$ cat src/hw/temp_sensor_regs.svh
// register offsets, field positions, reset values and timing counts of the sensor core
`ifndef TEMP_SENSOR_REGS_SVH
`define TEMP_SENSOR_REGS_SVH

// ==========================================================
// register pointer values
`define PTR_AMBIENT 2'h0
`define PTR_CONFIG 2'h1
`define PTR_HYST 2'h2
`define PTR_UPPER 2'h3

// ==========================================================
// reset values
`define RST_AMBIENT 16'h0000
`define RST_UPPER 16'hA000
`define RST_HYST 16'h9600
`define RST_CONFIG 8'h00
`define RST_POINTER 2'h0

// ==========================================================
// configuration field positions
`define CFG_ONESHOT 7
`define CFG_RES_HI 6
`define CFG_RES_LO 5
`define CFG_QUEUE_HI 4
`define CFG_QUEUE_LO 3
`define CFG_POLARITY 2
`define CFG_INTMODE 1
`define CFG_SHUTDOWN 0

// ==========================================================
// conversion times
`define CONV_MS_9 30
`define CONV_MS_10 60
`define CONV_MS_11 120
`define CONV_MS_12 240
`define CLK_HZ 10000000

`endif

$ cat src/hw/temp_sensor_pkg.sv
// types shared by the sensor core files
package temp_sensor_pkg;

	typedef enum logic [2:0] {
		CONV_IDLE = 3'b001,
		CONV_RUN = 3'b010,
		CONV_DONE = 3'b100
	} conv_state_type;

	typedef logic [15:0] temp_word_type;

endpackage

$ cat src/hw/conv_timer.sv
// conversion timer: paces one conversion per resolution-dependent period
`include "temp_sensor_regs.svh"
module conv_timer
	import temp_sensor_pkg::*;
#(
	parameter int unsigned CONV_CYCLES_9 = `CONV_MS_9 * (`CLK_HZ / 1000)
) (
	input wire logic clk,
	input wire logic rst_n,
	input wire logic start,
	input wire logic [1:0] resolution,
	output logic busy,
	output logic done
);

	// ==========================================================
	// period per resolution: 30/60/120/240 ms scale as doubling
	function automatic logic [31:0] period_of(input logic [1:0] res);
		period_of = 32'(CONV_CYCLES_9) << res;
	endfunction

	conv_state_type state_reg;
	logic [31:0] count_reg;

	always_ff @(posedge clk) begin
		if (!rst_n) begin
			state_reg <= CONV_IDLE;
			count_reg <= 32'h0;
		end else begin
			case (state_reg)
				CONV_IDLE: begin
					if (start) begin
						state_reg <= CONV_RUN;
						count_reg <= period_of(resolution) - 32'h1;
					end
				end
				CONV_RUN: begin
					if (count_reg == 32'h0) begin
						state_reg <= CONV_DONE;
					end else begin
						count_reg <= count_reg - 32'h1;
					end
				end
				default: begin
					state_reg <= CONV_IDLE;
				end
			endcase
		end
	end

	assign busy = (state_reg != CONV_IDLE);
	assign done = (state_reg == CONV_DONE);

endmodule

$ cat src/hw/fault_queue.sv
// fault queue: counts consecutive conversions meeting a condition
`include "temp_sensor_regs.svh"
module fault_queue
	import temp_sensor_pkg::*;
(
	input wire logic clk,
	input wire logic rst_n,
	input wire logic sample,
	input wire logic condition,
	input wire logic [1:0] queue_sel,
	output logic hit
);

	// ==========================================================
	// decoded required run length
	function automatic logic [2:0] queue_len(input logic [1:0] sel);
		case (sel)
			2'h0: queue_len = 3'h1;
			2'h1: queue_len = 3'h2;
			2'h2: queue_len = 3'h4;
			default: queue_len = 3'h6;
		endcase
	endfunction

	logic [2:0] run_reg;
	logic [2:0] run_next;

	always_comb begin
		run_next = run_reg;
		if (sample) begin
			if (!condition) begin
				run_next = 3'h0;
			end else if (run_reg < 3'h6) begin
				run_next = run_reg + 3'h1;
			end
		end
	end

	always_ff @(posedge clk) begin
		if (!rst_n) begin
			run_reg <= 3'h0;
		end else begin
			run_reg <= run_next;
		end
	end

	// fires only on the sample that completes (or extends) the run
	assign hit = sample && condition && (run_next >= queue_len(queue_sel));

endmodule

$ cat src/hw/temp_sensor_core.sv
// register file, conversion control and alert logic of the temperature sensor
`include "temp_sensor_regs.svh"
module temp_sensor_core
	import temp_sensor_pkg::*;
#(
	parameter int unsigned CONV_CYCLES_9 = `CONV_MS_9 * (`CLK_HZ / 1000)
) (
	input wire logic clk,
	input wire logic rst_n,
	input wire logic [1:0] reg_addr,
	input wire logic reg_write,
	input wire logic reg_read,
	input wire logic [15:0] reg_wdata,
	output logic [15:0] reg_rdata,
	input wire logic [15:0] adc_sample,
	output logic conv_active,
	output logic alert_out,
	output logic alert_oe
);

	// ==========================================================
	// registers
	temp_word_type ambient_reg;
	temp_word_type upper_limit_reg;
	temp_word_type hysteresis_limit_reg;
	logic [7:0] sensor_configuration_reg;
	logic [1:0] pointer_reg;
	logic alert_state_reg;
	logic int_armed_high_reg;
	logic alert_out_reg;
	logic conv_active_reg;
	logic [15:0] rdata_reg;
	logic shutdown_q_reg;

	logic conv_busy;
	logic conv_done;
	logic conv_start;
	logic above_hit;
	logic below_hit;
	logic cfg_shutdown;
	logic cfg_oneshot;
	logic cfg_intmode;
	logic cfg_write;

	assign cfg_shutdown = sensor_configuration_reg[`CFG_SHUTDOWN];
	assign cfg_oneshot = sensor_configuration_reg[`CFG_ONESHOT];
	assign cfg_intmode = sensor_configuration_reg[`CFG_INTMODE];
	assign cfg_write = reg_write && (reg_addr == `PTR_CONFIG);

	// ==========================================================
	// result masking by resolution
	function automatic temp_word_type mask_result(input temp_word_type raw,
			input logic [1:0] res);
		temp_word_type m;
		// each step of resolution keeps one more fraction bit below the half degree
		m = 16'hFF80 | (16'h0070 & ~(16'h0070 >> res));
		mask_result = raw & m & 16'hFFF0;
	endfunction

	// ==========================================================
	// conversion scheduling
	// continuous when shutdown clear; single shot when both set
	assign conv_start = !conv_busy && (!cfg_shutdown || cfg_oneshot);

	conv_timer #(
		.CONV_CYCLES_9(CONV_CYCLES_9)
	) u_timer (
		.clk(clk),
		.rst_n(rst_n),
		.start(conv_start),
		.resolution(sensor_configuration_reg[`CFG_RES_HI:`CFG_RES_LO]),
		.busy(conv_busy),
		.done(conv_done)
	);

	// ==========================================================
	// signed comparisons on the nine-bit limit format
	logic signed [8:0] amb9;
	logic signed [8:0] upper9;
	logic signed [8:0] hyst9;
	assign amb9 = ambient_reg[15:7];
	assign upper9 = upper_limit_reg[15:7];
	assign hyst9 = hysteresis_limit_reg[15:7];

	// comparisons use the fresh result so the queue sees this conversion
	logic signed [8:0] fresh9;
	temp_word_type fresh_word;
	assign fresh_word = mask_result(adc_sample, sensor_configuration_reg[6:5]);
	assign fresh9 = fresh_word[15:7];

	fault_queue u_above (
		.clk(clk),
		.rst_n(rst_n),
		.sample(conv_done),
		.condition(fresh9 > upper9),
		.queue_sel(sensor_configuration_reg[`CFG_QUEUE_HI:`CFG_QUEUE_LO]),
		.hit(above_hit)
	);

	fault_queue u_below (
		.clk(clk),
		.rst_n(rst_n),
		.sample(conv_done),
		.condition(fresh9 < hyst9),
		.queue_sel(sensor_configuration_reg[`CFG_QUEUE_HI:`CFG_QUEUE_LO]),
		.hit(below_hit)
	);

	// ==========================================================
	// ambient result, single register loaded with the masked sample on conversion done
	always_ff @(posedge clk) begin
		if (!rst_n) begin
			ambient_reg <= `RST_AMBIENT;
		end else if (conv_done) begin
			ambient_reg <= fresh_word;
		end
	end

	// ==========================================================
	// limit registers and pointer
	// the pointer only mirrors the last address; reads decode reg_addr directly
	always_ff @(posedge clk) begin
		if (!rst_n) begin
			upper_limit_reg <= `RST_UPPER;
			hysteresis_limit_reg <= `RST_HYST;
			pointer_reg <= `RST_POINTER;
		end else begin
			if (reg_write || reg_read) begin
				pointer_reg <= reg_addr;
			end
			if (reg_write && reg_addr == `PTR_UPPER) begin
				upper_limit_reg <= {reg_wdata[15:7], 7'h00};
			end else if (reg_write && reg_addr == `PTR_HYST) begin
				hysteresis_limit_reg <= {reg_wdata[15:7], 7'h00};
			end
		end
	end

	// ==========================================================
	// configuration; a same-cycle host write wins over the hardware oneshot clear
	always_ff @(posedge clk) begin
		if (!rst_n) begin
			sensor_configuration_reg <= `RST_CONFIG;
		end else if (cfg_write) begin
			sensor_configuration_reg <= reg_wdata[7:0];
		end else if (conv_done && cfg_shutdown && cfg_oneshot) begin
			sensor_configuration_reg[`CFG_ONESHOT] <= 1'b0;
		end
	end

	// ==========================================================
	// read data
	always_ff @(posedge clk) begin
		if (!rst_n) begin
			rdata_reg <= 16'h0000;
		end else if (reg_read) begin
			if (reg_addr == `PTR_AMBIENT) begin
				rdata_reg <= ambient_reg;
			end else if (reg_addr == `PTR_CONFIG) begin
				rdata_reg <= {8'h00, sensor_configuration_reg};
			end else if (reg_addr == `PTR_HYST) begin
				rdata_reg <= hysteresis_limit_reg;
			end else begin
				rdata_reg <= upper_limit_reg;
			end
		end
	end

	// ==========================================================
	// alert state
	always_ff @(posedge clk) begin
		if (!rst_n) begin
			shutdown_q_reg <= 1'b0;
		end else begin
			shutdown_q_reg <= cfg_shutdown;
		end
	end

	// interrupt events outrank the shutdown clear and the read acknowledge, so a
	// crossing that lands on the acknowledge cycle is never lost
	always_ff @(posedge clk) begin
		if (!rst_n) begin
			alert_state_reg <= 1'b0;
			int_armed_high_reg <= 1'b1;
		end else if (!cfg_intmode) begin
			int_armed_high_reg <= 1'b1;
			if (above_hit) begin
				alert_state_reg <= 1'b1;
			end else if (below_hit && !cfg_shutdown) begin
				alert_state_reg <= 1'b0;
			end
		end else begin
			// events beat a same-cycle read clear
			if (int_armed_high_reg && above_hit) begin
				alert_state_reg <= 1'b1;
				int_armed_high_reg <= 1'b0;
			end else if (!int_armed_high_reg && below_hit) begin
				alert_state_reg <= 1'b1;
				int_armed_high_reg <= 1'b1;
			end else if (cfg_shutdown && !shutdown_q_reg) begin
				alert_state_reg <= 1'b0;
			end else if (reg_read) begin
				alert_state_reg <= 1'b0;
			end
		end
	end

	// push-pull drive: enable tied high, pin always driven
	always_ff @(posedge clk) begin
		if (!rst_n) begin
			alert_out_reg <= 1'b1;
		end else begin
			alert_out_reg <= alert_state_reg ~^ sensor_configuration_reg[`CFG_POLARITY];
		end
	end

	always_ff @(posedge clk) begin
		if (!rst_n) begin
			conv_active_reg <= 1'b0;
		end else begin
			conv_active_reg <= conv_busy;
		end
	end

	assign alert_out = alert_out_reg;
	assign alert_oe = 1'b1;
	assign reg_rdata = rdata_reg;
	assign conv_active = conv_active_reg;

	// ==========================================================
	// assertions
	a_oneshot_clear: assert property (@(posedge clk) disable iff (!rst_n)
		conv_done && cfg_shutdown && cfg_oneshot && !cfg_write |=> !cfg_oneshot)
		else $error("oneshot bit not cleared after conversion");
	a_shutdown_idle: assert property (@(posedge clk) disable iff (!rst_n)
		cfg_shutdown && !cfg_oneshot && !conv_busy |=> !conv_busy)
		else $error("conversion started while shut down");
	a_hyst_low_zero: assert property (@(posedge clk) disable iff (!rst_n)
		hysteresis_limit_reg[6:0] == 7'h00)
		else $error("hysteresis low bits not zero");
	a_comp_hold: assert property (@(posedge clk) disable iff (!rst_n)
		!cfg_intmode && cfg_shutdown && alert_state_reg && !cfg_write |=> alert_state_reg)
		else $error("comparator alert dropped in shutdown");
	a_int_read_clr: assert property (@(posedge clk) disable iff (!rst_n)
		cfg_intmode && alert_state_reg && reg_read && !above_hit && !below_hit && !cfg_write
		|=> !alert_state_reg)
		else $error("interrupt not cleared by read");
	a_polarity_out: assert property (@(posedge clk) disable iff (!rst_n)
		$stable(alert_state_reg) && $stable(sensor_configuration_reg)
		|-> alert_out == (alert_state_reg ~^ sensor_configuration_reg[`CFG_POLARITY]))
		else $error("alert pin polarity wrong");
	a_alert_cause: assert property (@(posedge clk) disable iff (!rst_n)
		$rose(alert_state_reg) |-> $past(above_hit) || $past(below_hit))
		else $error("alert rose without queue hit");
	a_upper_written: assert property (@(posedge clk) disable iff (!rst_n)
		reg_write && reg_addr == `PTR_UPPER |=> upper_limit_reg[15:7] == $past(reg_wdata[15:7]))
		else $error("upper limit write lost");
	a_upper_low_zero: assert property (@(posedge clk) disable iff (!rst_n)
		upper_limit_reg[6:0] == 7'h00)
		else $error("upper limit low bits not zero");
	a_res_nine_bit: assert property (@(posedge clk) disable iff (!rst_n)
		conv_done && sensor_configuration_reg[`CFG_RES_HI:`CFG_RES_LO] == 2'h0
		|=> ambient_reg[6:0] == 7'h00)
		else $error("nine-bit result carries finer bits");
	a_ambient_update: assert property (@(posedge clk) disable iff (!rst_n)
		conv_done |=> ambient_reg == $past(fresh_word))
		else $error("ambient result not updated after conversion");
	a_cfg_read_high: assert property (@(posedge clk) disable iff (!rst_n)
		reg_read && reg_addr == `PTR_CONFIG |=> reg_rdata[15:8] == 8'h00)
		else $error("configuration read shows upper byte");
	a_pointer_follow: assert property (@(posedge clk) disable iff (!rst_n)
		reg_write || reg_read |=> pointer_reg == $past(reg_addr))
		else $error("register pointer not updated by access");
	a_int_shutdown_clr: assert property (@(posedge clk) disable iff (!rst_n)
		cfg_intmode && cfg_shutdown && !shutdown_q_reg && !above_hit && !below_hit
		|=> !alert_state_reg)
		else $error("interrupt alert kept on entering shutdown");
	c_oneshot: cover property (@(posedge clk) cfg_shutdown && cfg_oneshot && conv_done);
	c_comp_alert: cover property (@(posedge clk) !cfg_intmode && $rose(alert_state_reg));
	c_int_second: cover property (@(posedge clk) cfg_intmode && below_hit && !int_armed_high_reg);
	c_comp_release: cover property (@(posedge clk)
		!cfg_intmode && amb9 < hyst9 && $fell(alert_state_reg));

endmodule

$ cat config.mk
export PLATFORM = sky130hd
export DESIGN_NAME = temp_sensor_core
export DESIGN_NICKNAME = d
export VERILOG_FILES = /design/src/hw/temp_sensor_pkg.sv /design/src/hw/conv_timer.sv /design/src/hw/fault_queue.sv /design/src/hw/temp_sensor_core.sv
export VERILOG_INCLUDE_DIRS = /design/src /design/src/hw
export SDC_FILE = /design/constraint.sdc
export NUM_CORES = 1
export LEC_CHECK = 0
export BUFFER_PORTS_ARGS = -buffer_cell sky130_fd_sc_hd__clkbuf_2
export CAP_MARGIN = 20
export CORE_MARGIN = 1
export CORE_UTILIZATION = 50
export DETAILED_ROUTE_END_ITERATION = 6
export PLACE_DENSITY = 0.72
export SETUP_SLACK_MARGIN = 0.5
export SYNTH_ARGS = -nofsm -noshare
export SYNTH_HDL_FRONTEND = slang
export SYNTH_SLANG_ARGS = --single-unit
$ cat constraint.sdc
create_clock -name clk -period 3.1 [get_ports clk]
set_clock_uncertainty 0.05 [all_clocks]
set_input_delay 0.62 -clock clk [delete_from_list [all_inputs] [get_ports clk]]
set_output_delay 0.62 -clock clk [all_outputs]
set_load 0.02 [all_outputs]
==> reports/metrics.csv, run 1 <==
stage;metric;value;unit
setup_path;Critical Path, Cell by Cell;inv_2 -> ha_4 -> a21o_1 -> a211oi_2 -> o211ai_1 -> a31oi_2 -> o21a_1 -> ha_1 -> nand2b_1 -> a21o_1 -> a21oi_2 -> nor3_2 -> o221a_2;
clock_tree;root buffer cell;clkbuf_8;
setup_path;CP top delay family;compound AO/OA/AOI/OAI gates;
synthesis;total of warnings raised by yosys;0;
timing;Worst-Margin Slew;808.8;ps
detailed_routing;Vias/cell;5.999;
floorplan;Core ar.;0.01079;mm2
outcome;outcome;complete, no violations;
pwr;worst vdd ir;0.0003599;V
place;placed cells;876;
detailed_routing;Routed WL per cell;16.83;um
layout;share of cells above drive strength 1;21.34;%
floorplan;Initial Util;51.18;%
worst_hold_path;hold path startpoint;reg_wdata[3];
synthesis;Top FF cell, synth;dfxtp_1;
setup_path;CP most frequent cell;a21o_1;
place;placer congestion estimate;0.9494;
synthesis;Yosys top cell area share;36.24;%
floorplan;Rows;38;
setup_path;startpoint types;register;
timing;Hold Fails Final Rpt;0;
floorplan;Die Y;107.1;um
detailed_routing;Final ANT Viol Nets;0;
place;Port-buffer cells;51;
setup_path;CP max stage cell;dfxtp_2;
setup_path;max incr delay on CP;340;ps
setup_path;WP data required;3350;ps
detailed_routing;Iter 0 DRT Violations;526;
synthesis;#FFs+latches synth;100;
synthesis;Synth area leader;dfxtp_1;
worst_hold_path;hold path endpoint;sensor_configuration_reg[3];
setup_path;critical path class;reg2reg;
setup_path;reg2reg end;alert_state_reg;
setup_path;R2R Path Start;upper_limit_reg[13];
timing;Slew Limit Fails;0;
clock_tree;Clock Latency Late Sink;400;ps
clock_tree;CTS tree;yes;
global_route;total grt overflow;0;
timing;post-route clock period utilization;89.76;%
job;maxcap violations;0;
synthesis;Synth Instances;705;
place;DPL Wire Length;10620;um
synthesis;ys async rst share;0;%
timing;Tmin final;2783;ps
detailed_routing;Detailed Routing Iterations Pass 1;5;
layout;diode count;0;
global_route;vias in the first global route;4908;
clock_tree;Inserted Clock Buffers;9;
global_route;pin count of the biggest net entering global routing;37;
synthesis;top cells by area, synth;dfxtp_1 36%, nand2_1 7.2%, ha_1 6.8%, a21oi_1 6.4%, nor2_1 3.5%;
timing;Max transition margin;45.88;%
global_route;initial antenna violation count;0;
synthesis;most frequent cell after synthesis;nand2_1;
layout;Area Growth Syn to Fin;17.62;%
detailed_routing;via count;5393;
setup_path;Critical path buffers and inverters;1;
layout;post-layout util;60.20;%
clock_tree;H-tree Lvls;3;
floorplan;Chip Width;107.1;um
detailed_routing;DRC;0;
timing;RSZ-0062 raised after global routing;true;
pwr;Leak Pwr;2.480;nW
layout;max reg flops;32;
worst_hold_path;Hold Crit Depth;3;
synthesis;post-synth net total;773;
global_route;first-pass GRT wire length;24230;um
timing;FMAX;359.4;MHz
clock_tree;CTS Buffer Depth;2;
synthesis;post-synthesis area per instance;7.836;um2
layout;Non-Filler Instances;899;
setup_path;R2R cell count;13;
worst_hold_path;worst min path class;in2reg;
synthesis;most frequent cells after synthesis;106 x nand2_1, 100 x dfxtp_1, 71 x a21oi_1, 52 x nor2_1, 34 x inv_1;
synthesis;Yosys cell types;67;
floorplan;die area;0.01147;mm2
layout;Nets;822;
timing;Finish-stage setup viols;0;
detailed_routing;Routed WL;15130;um
synthesis;EDFF count, synth;0;
clock_tree;clock sink total;100;
pwr;power density cells;442.3;mW/mm2
global_route;GRT Overall Usage;26.90;%
floorplan;I/O Pins;57;
setup_path;Crit Path Max Fanout;3;
synthesis;sequential area share after synthesis;36.24;%
setup_path;R2R setup slack;320;ps
synthesis;Synth Cell Area;0.005524;mm2
setup_path;Worst setup EP type;register;
setup_path;crit path DAT;3030;ps
clock_tree;Reg clk slew, reported paths;100;ps
-- power breakdown --
part           internal [W]  switching [W]
Sequential          0.00135      0.0000836
Combinational      0.000250       0.000391
Clock              0.000312       0.000487
Total               0.00191       0.000962
-- metrics by stage --
step | cell area, um2 | setup TNS, ps | setup slack, ps | hold WS [ps] | power (W)
after detailed placement | 6148 | -157.8 | -139.5 | 395.4 | 0.002054
after global placement | 6148 | -43.55 | -43.55 | 387.8 | 0.002036
after CTS | 6370 | 0 | 343.0 | 387.5 | 0.002842
after global routing | 6497 | 0 | 196.7 | 396.0 | 0.003006
after floorplan | 5764 | 0 | 342.8 | 374.5 | 0.001881
final | 6497 | 0 | 317.3 | 393.2 | 0.002874
-- worst min-delay path: cells and delay by family --
family,cells,cell delay (ps)
compound gates,1,50
buf+inv,1,80
simple gates,1,50
-- cell usage in the layout, fill, tap and decap left out, types with 15 or more instances in the layout --
cell / Yosys / routed
nor3_1: 19 / 18
o21ai_0: 31 / 27
a21oi_1: 71 / 68
nor2_1: 52 / 50
dfxtp_1: 100 / 89
ha_1: 30 / 19
inv_1: 34 / 29
o211ai_1: 15 / 15
nand3_1: 26 / 26
nand2_1: 106 / 104
buf_4: 1 / 26
clkbuf_2: 0 / 51
-- cells by family after synthesis --
logic type	synth area share [%]
AO/OA/AOI/OAI	24.05
XOR/XNOR	0.4757
adder cells (fa/ha/maj)	6.795
buffers and inverters	5.821
flip-flops	36.24
multiplexers	2.242
other	0.06789
AND/OR/NAND/NOR	24.30
-- worst max-delay path by stage --
stage                                  start         endpoint  slack [ps]  cells after the start
global placement              adc_sample[11]  alert_state_reg         -40                     14
detailed placement            adc_sample[13]  alert_state_reg        -140                     14
global route             upper_limit_reg[13]  alert_state_reg         200                     13
finish                   upper_limit_reg[13]  alert_state_reg         320                     13
floorplan                     adc_sample[15]  alert_state_reg         340                     12
CTS                 hysteresis_limit_reg[15]  alert_state_reg         340                     13
-- per-layer routing --
metal  routed length (um)  GRT usage, %  vias up
met4                  396         8.415        0
met5                    0             0        -
li1                     -             -     2618
met3                  946         6.383       33
met2                 6974         42.76      180
met1                 6816         35.93     2562
-- what timing repair did --
item	in CTS	in global routing
hold buffers	0	0
gates cloned	0	1
buffers inserted	1	5
pin swaps	2	13
setup endpoints to repair	10	23
gates resized for setup	10	22
-- final cells by class --
class	instances	area [um2]
repair buffers	79	481.7
inverters	34	127.6
clock inverters	6	38.79
clock buffers	10	137.6
flip-flops and latches	100	2016
well taps	140	175.2
multi-input cells	530	3521
fillers	963	4295
Power figures use the tool's default switching activity.
==> run 2: changes to the inputs <==
- CORE_UTILIZATION: 50 -> 40
- PLACE_DENSITY: 0.72 -> 0.6
==> reports/metrics.csv, run 2 (synthesis gave the netlist of run 1 again) <==
stage;metric;value;unit
global_route;vias in the first global route;4899;
layout;commonest non-fill, non-tap cell in the layout;nand2_1;
global_route;initial antenna violation count;0;
timing;Max transition margin;44.07;%
global_route;first-pass GRT wire length;25250;um
timing;Hold Fails Final Rpt;0;
layout;Non-Filler Instances;943;
layout;multi-input logic area;0.003505;mm2
layout;max reg flops;32;
place;dpl ws;-94.23;ps
setup_path;max incr delay on CP;280;ps
setup_path;R2R setup slack;300;ps
setup_path;startpoint types;input pin;
place;DPL Wire Length;10800;um
layout;diode count;0;
setup_path;crit path DAT;3060;ps
pwr;Leak Pwr;2.605;nW
global_route;GRT Overall Usage;22.40;%
pwr;Reg power frac;42.7;%
floorplan;I/O Pins;57;
detailed_routing;Iter 0 DRT Violations;382;
layout;sequential cell area;0.002017;mm2
detailed_routing;Routed WL;15370;um
worst_hold_path;worst min path class;reg2reg;
detailed_routing;Final ANT Viol Nets;0;
pwr;cell-internal power;0.002360;W
setup_path;critical path endpoint;alert_state_reg;
timing;setup tns final;0;ps
clock_tree;Reg clk slew, reported paths;70;ps
clock_tree;H-tree Lvls;3;
detailed_routing;via count;5321;
timing;setup slack after layout;291.6;ps
layout;Nets;830;
pwr;Comb pwr share;20.2;%
clock_tree;Inserted Clock Buffers;9;
setup_path;CP max stage cell;ha_1;
setup_path;crit path launch;adc_sample[15];
layout;share of cells above drive strength 1;22.03;%
pwr;power density cells;493.8;mW/mm2
timing;RSZ-0062 raised after global routing;true;
detailed_routing;Detailed Routing Iterations Pass 1;5;
layout;most frequent cells in the layout;104 x nand2_1, 88 x dfxtp_1, 68 x a21oi_1;
layout;post-route cell area;0.006779;mm2
setup_path;Critical Path, Cell by Cell;clkbuf_8 -> ha_4 -> nor3b_4 -> o211ai_1 -> o21ai_1 -> buf_4 -> nor2_4 -> a2bb2oi_2 -> ha_1 -> nand2b_1 -> a21o_1 -> a21o_1 -> nand4_1 -> a2bb2oi_1 -> o221a_2;
timing;Slew Limit Fails;0;
setup_path;WP data required;3350;ps
worst_hold_path;Hold Crit Depth;2;
timing;Worst-Margin Slew;835.9;ps
setup_path;CP most frequent cell;a21o_1;
setup_path;reg2reg end;alert_state_reg;
floorplan;Initial Util;41.39;%
place;Port-buffer cells;51;
outcome;outcome;complete, no violations;
floorplan;Core ar.;0.01335;mm2
timing;FMAX;356.1;MHz
setup_path;critical path class;in2reg;
timing;Hold WS;405.6;ps
timing;Tmin final;2808;ps
clock_tree;root buffer cell;clkbuf_16;
floorplan;Rows;42;
job;maxcap violations;0;
timing;Finish-stage setup viols;0;
floorplan;Die Y;119.5;um
global_route;total grt overflow;0;
clock_tree;cts hold-fix bufs;0;
detailed_routing;DRC;0;
clock_tree;CTS Buffer Depth;2;
pwr;P_sw;0.0009876;W
place;placed cells;916;
detailed_routing;Vias/cell;5.643;
place;placer congestion estimate;0.9140;
setup_path;Worst setup EP type;register;
layout;Area Growth Syn to Fin;22.72;%
clock_tree;Clock Latency Late Sink;360;ps
layout;FILL cells;1291;
pwr;worst vdd ir;0.0002261;V
timing;post-route clock period utilization;90.59;%
clock_tree;clock sink total;100;
setup_path;R2R cell count;15;
detailed_routing;Routed WL per cell;16.30;um
place;Area after DPL;0.006223;mm2
global_route;pin count of the biggest net entering global routing;41;
setup_path;Crit Path Max Fanout;3;
pwr;part of the power in the clock network;37.1;%
floorplan;die area;0.01428;mm2
clock_tree;CTS tree;yes;
pwr;sw frac;29.51;%
floorplan;Chip Width;119.5;um
setup_path;R2R Path Start;hysteresis_limit_reg[15];
run 2: cell count changes in the layout (fill, tap and decap cells not counted), moves of 2 or more:
cell	change
clkbuf_8	-6
clkinvlp_4	-2
buf_4	+9
clkinv_2	-2
clkbuf_16	+9
clkbuf_2	-3
bufinv_16	+2
run 2: layout make-up:
type | count | share of cell area, %
flip-flops and latches | 100 | 29.75
clock buffers | 11 | 3.581
multi-input cells | 529 | 51.70
repair buffers | 88 | 8.619
well taps | 176 | 3.248
clock inverters | 5 | 1.218
inverters | 34 | 1.883
run 2: metrics by stage:
step | utilization [%] | total power, W
final | 50.79 | 0.003347
after global placement | 46.63 | 0.002057
after CTS | 50.44 | 0.003365
after floorplan | - | 0.001881
after detailed placement | 46.63 | 0.002075
after global routing | 50.79 | 0.003513
run 2: repair_timing:
action,CTS,global route
pin swaps,6,4
setup buffers,10,1
resized for setup,23,12
endpoints found under the setup margin,16,20
cloned,0,0
run 2: power groups by stage:
stage | sequential, W | combinational [W] | clock, W
floorplan | 0.00144 | 0.000438 | 0
global placement | 0.00145 | 0.000609 | 0
detailed placement | 0.00145 | 0.000621 | 0
CTS | 0.00142 | 0.000659 | 0.00128
global route | 0.00144 | 0.000742 | 0.00133
finish | 0.00143 | 0.000675 | 0.00124
run 2: worst min path at each step:
stage | startpoint | end | slack (ps)
after floorplan | u_timer.count_reg[31] | u_timer.count_reg[31] | 370
after global placement | ambient_reg[7] | ambient_reg[7] | 390
after detailed placement | ambient_reg[9] | ambient_reg[9] | 400
after CTS | ambient_reg[9] | ambient_reg[9] | 410
after global routing | ambient_reg[14] | ambient_reg[14] | 420
final | ambient_reg[9] | ambient_reg[9] | 410
run 2: layer usage:
metal  track usage, %  vias to the layer above  wire, um  share of wire, %
li1                 -                     2632         -                 -
met1            32.03                     2503      7348                48
met5                0                        -         0                 0
met3            3.089                       24       692               4.5
met2            33.63                      162      6992                45
met4            9.375                        0       335               2.2
run 2: critical path, delay by kind of cell:
kind                       cells  cell delay, ps
AOI/OAI and AO/OA              7            1110
adders and majority gates      2             530
buffers and inverters          2             320
and+or+nand+nor                4             470
==> run 3: changes to the inputs <==
- ABC_AREA: not set -> 1
- TNS_END_PERCENT: not set -> 5
==> reports/metrics.csv, run 3 <==
stage;metric;value;unit
outcome;outcome;complete, no violations;
layout;share of cells above drive strength 1;18.83;%
detailed_routing;Routed WL;14100;um
floorplan;Die Y;120.5;um
synthesis;Yosys top cell area share;35.63;%
layout;Area Growth Syn to Fin;17.75;%
layout;max reg flops;32;
setup_path;Crit Path Max Fanout;3;
clock_tree;CTS Buffer Depth;2;
setup_path;critical path class;reg2reg;
timing;Finish-stage setup viols;0;
layout;commonest non-fill, non-tap cell in the layout;nand2_1;
timing;Slew Limit Fails;0;
place;dpl ws;-20.77;ps
synthesis;EDFF count, synth;0;
global_route;vias in the first global route;4816;
synthesis;most frequent cell after synthesis;nand2_1;
floorplan;Core ar.;0.01345;mm2
layout;Nets;934;
clock_tree;cts hold-fix bufs;0;
timing;Worst-Margin Slew;818.5;ps
detailed_routing;met2 wire length;6631;um
setup_path;WP data required;3270;ps
timing;Max transition margin;45.10;%
pwr;total power;0.003357;W
global_route;pin count of the biggest net entering global routing;75;
detailed_routing;Vias/cell;5.021;
global_route;total grt overflow;0;
clock_tree;clock sink total;100;
synthesis;Synth Instances;805;
setup_path;crit path DAT;2920;ps
global_route;GRT Overall Usage;20.49;%
synthesis;#FFs+latches synth;100;
pwr;Leak Pwr;3.001;nW
floorplan;die area;0.01453;mm2
synthesis;ys async rst share;0;%
pwr;worst vdd ir;0.0003010;V
floorplan;Chip Width;120.5;um
detailed_routing;M1 WL;6670;um
timing;setup slack after layout;355.1;ps
detailed_routing;Routed WL per cell;13.46;um
worst_hold_path;worst min path class;reg2reg;
synthesis;top cells by area, synth;dfxtp_1 36%, nand2_1 9.8%, inv_1 6.9%, o21ai_0 6.8%, ha_1 6.7%;
synthesis;Synth Cell Area;0.005619;mm2
timing;FMAX;364.3;MHz
clock_tree;CTS tree;yes;
timing;Hold Fails Final Rpt;0;
clock_tree;H-tree Lvls;3;
timing;post-route clock period utilization;88.54;%
detailed_routing;uppermost layer routed;met4;
layout;post-layout util;49.18;%
place;DPL Wire Length;10080;um
floorplan;Initial Util;41.77;%
clock_tree;root buffer cell;clkbuf_16;
synthesis;sequential area share after synthesis;35.63;%
setup_path;startpoint types;register;
detailed_routing;DRC;0;
floorplan;I/O Pins;57;
place;Port-buffer cells;51;
layout;most frequent cells in the layout;144 x nand2_1, 100 x inv_1, 92 x dfxtp_1;
clock_tree;Inserted Clock Buffers;9;
detailed_routing;Detailed Routing Iterations Pass 1;7;
layout;diode count;0;
synthesis;most frequent cells after synthesis;147 x nand2_1, 104 x inv_1, 100 x dfxtp_1, 94 x nor2_1, 76 x o21ai_0;
timing;RSZ-0062 raised after global routing;true;
floorplan;Rows;42;
global_route;initial antenna violation count;0;
synthesis;post-synthesis area per instance;6.980;um2
synthesis;total of warnings raised by yosys;0;
synthesis;Top FF cell, synth;dfxtp_1;
global_route;first-pass GRT wire length;23470;um
clock_tree;Reg clk slew, reported paths;80;ps
detailed_routing;met3 wire len;581;um
clock_tree;Clock Latency Late Sink;360;ps
synthesis;Synth area leader;dfxtp_1;
job;maxcap violations;0;
detailed_routing;Iter 0 DRT Violations;427;
synthesis;Yosys cell types;46;
detailed_routing;via count;5257;
pwr;power density cells;507.3;mW/mm2
detailed_routing;Final ANT Viol Nets;0;
place;placer congestion estimate;0.8450;
synthesis;post-synth net total;873;
timing;Tmin final;2745;ps
setup_path;Worst setup EP type;register;
run 3: cell count changes after synthesis, sizes merged, moves of 9 or more:
cell | previous run | this run
nor2 | 53 | 108
nand2 | 107 | 155
a211oi | 15 | 2
nand3 | 26 | 37
o21ai | 34 | 90
and2 | 13 | 0
nor3 | 19 | 10
xor2 | 2 | 11
mux2i | 9 | 0
nand2b | 13 | 0
inv | 34 | 110
clkbuf | 33 | 18
a21o | 10 | 0
run 3: final timing paths:
check | startpoint | to | slack [ps] | depth (start not counted)
worst max-delay path | hysteresis_limit_reg[15] | alert_state_reg | 360 | 20
worst max register to register | hysteresis_limit_reg[15] | alert_state_reg | 360 | 20
worst min register to register | ambient_reg[13] | ambient_reg[13] | 410 | 2
worst min-delay path | ambient_reg[13] | ambient_reg[13] | 410 | 2
run 3: logic make-up after synthesis:
group                      count (synthesis)  synth area share, %
xor gates and xnor gates                  12                1.870
adders and majority gates                 30                6.680
other                                      1              0.06674
DFF                                      100                35.63
AOI/OAI and AO/OA                        198                19.68
buffers and inverters                    139                9.864
and+or+nand+nor                          325                26.21
run 3: metal layers:
metal	up-vias	GRT usage [%]
met4	0	6.481
met1	2381	26.45
met3	13	4.198
met5	-	0
met2	92	34.12
li1	2771	-
run 3: metrics by stage:
| step | cells | TNS (ps) | cell area, um2 | hold WS (ps) |
|---|---|---|---|---|
| 2_1_floorplan | 805 | 0 | 5699 | 368.9 |
| 3_3_place_gp | 1022 | -20.04 | 6168 | 398.1 |
| 3_5_place_dp | 1022 | -32.51 | 6168 | 403.0 |
| 4_1_cts | 1046 | 0 | 6576 | 413.8 |
| 5_1_grt | 1047 | 0 | 6616 | 433.9 |
| 6_report | 1047 | 0 | 6616 | 412.1 |
run 3: layout make-up:
type | count | area (um2)
inverters | 112 | 420.4
repair buffers | 77 | 450.4
multi-input cells | 566 | 3198
well taps | 176 | 220.2
clock inverters | 7 | 90.09
fillers | 1396 | 6837
flip-flops and latches | 100 | 2012
clock buffers | 9 | 225.2
run 3: timing repair:
action,4_1_cts,5_1_grt
gates resized for setup,17,8
pin swaps,11,14
setup endpoints to repair,2,9
setup buffers,8,1
run 3: critical path: stages, from the launching register on:
cell and delay, ps:
dfxtp_2 350, inv_2 50, ha_4 280, nand2_4 50, nor2_4 120, a21boi_2 160, nor2_1 60, nor2_1 130
nor2_2 90, inv_1 70, nor2_2 40, a21oi_2 140, inv_2 60, ha_4 260, nand2_2 40, o211ai_1 270
nand3_1 150, nand2_1 90, nand2_1 50, nand2_1 50, a21oi_1 50
run 3: report_power, final:
group          internal [W]  total [W]  switching, W
clock              0.000649    0.00120      0.000555
sequential          0.00138    0.00145     0.0000630
combinational      0.000240   0.000707      0.000467
total               0.00227    0.00336       0.00109
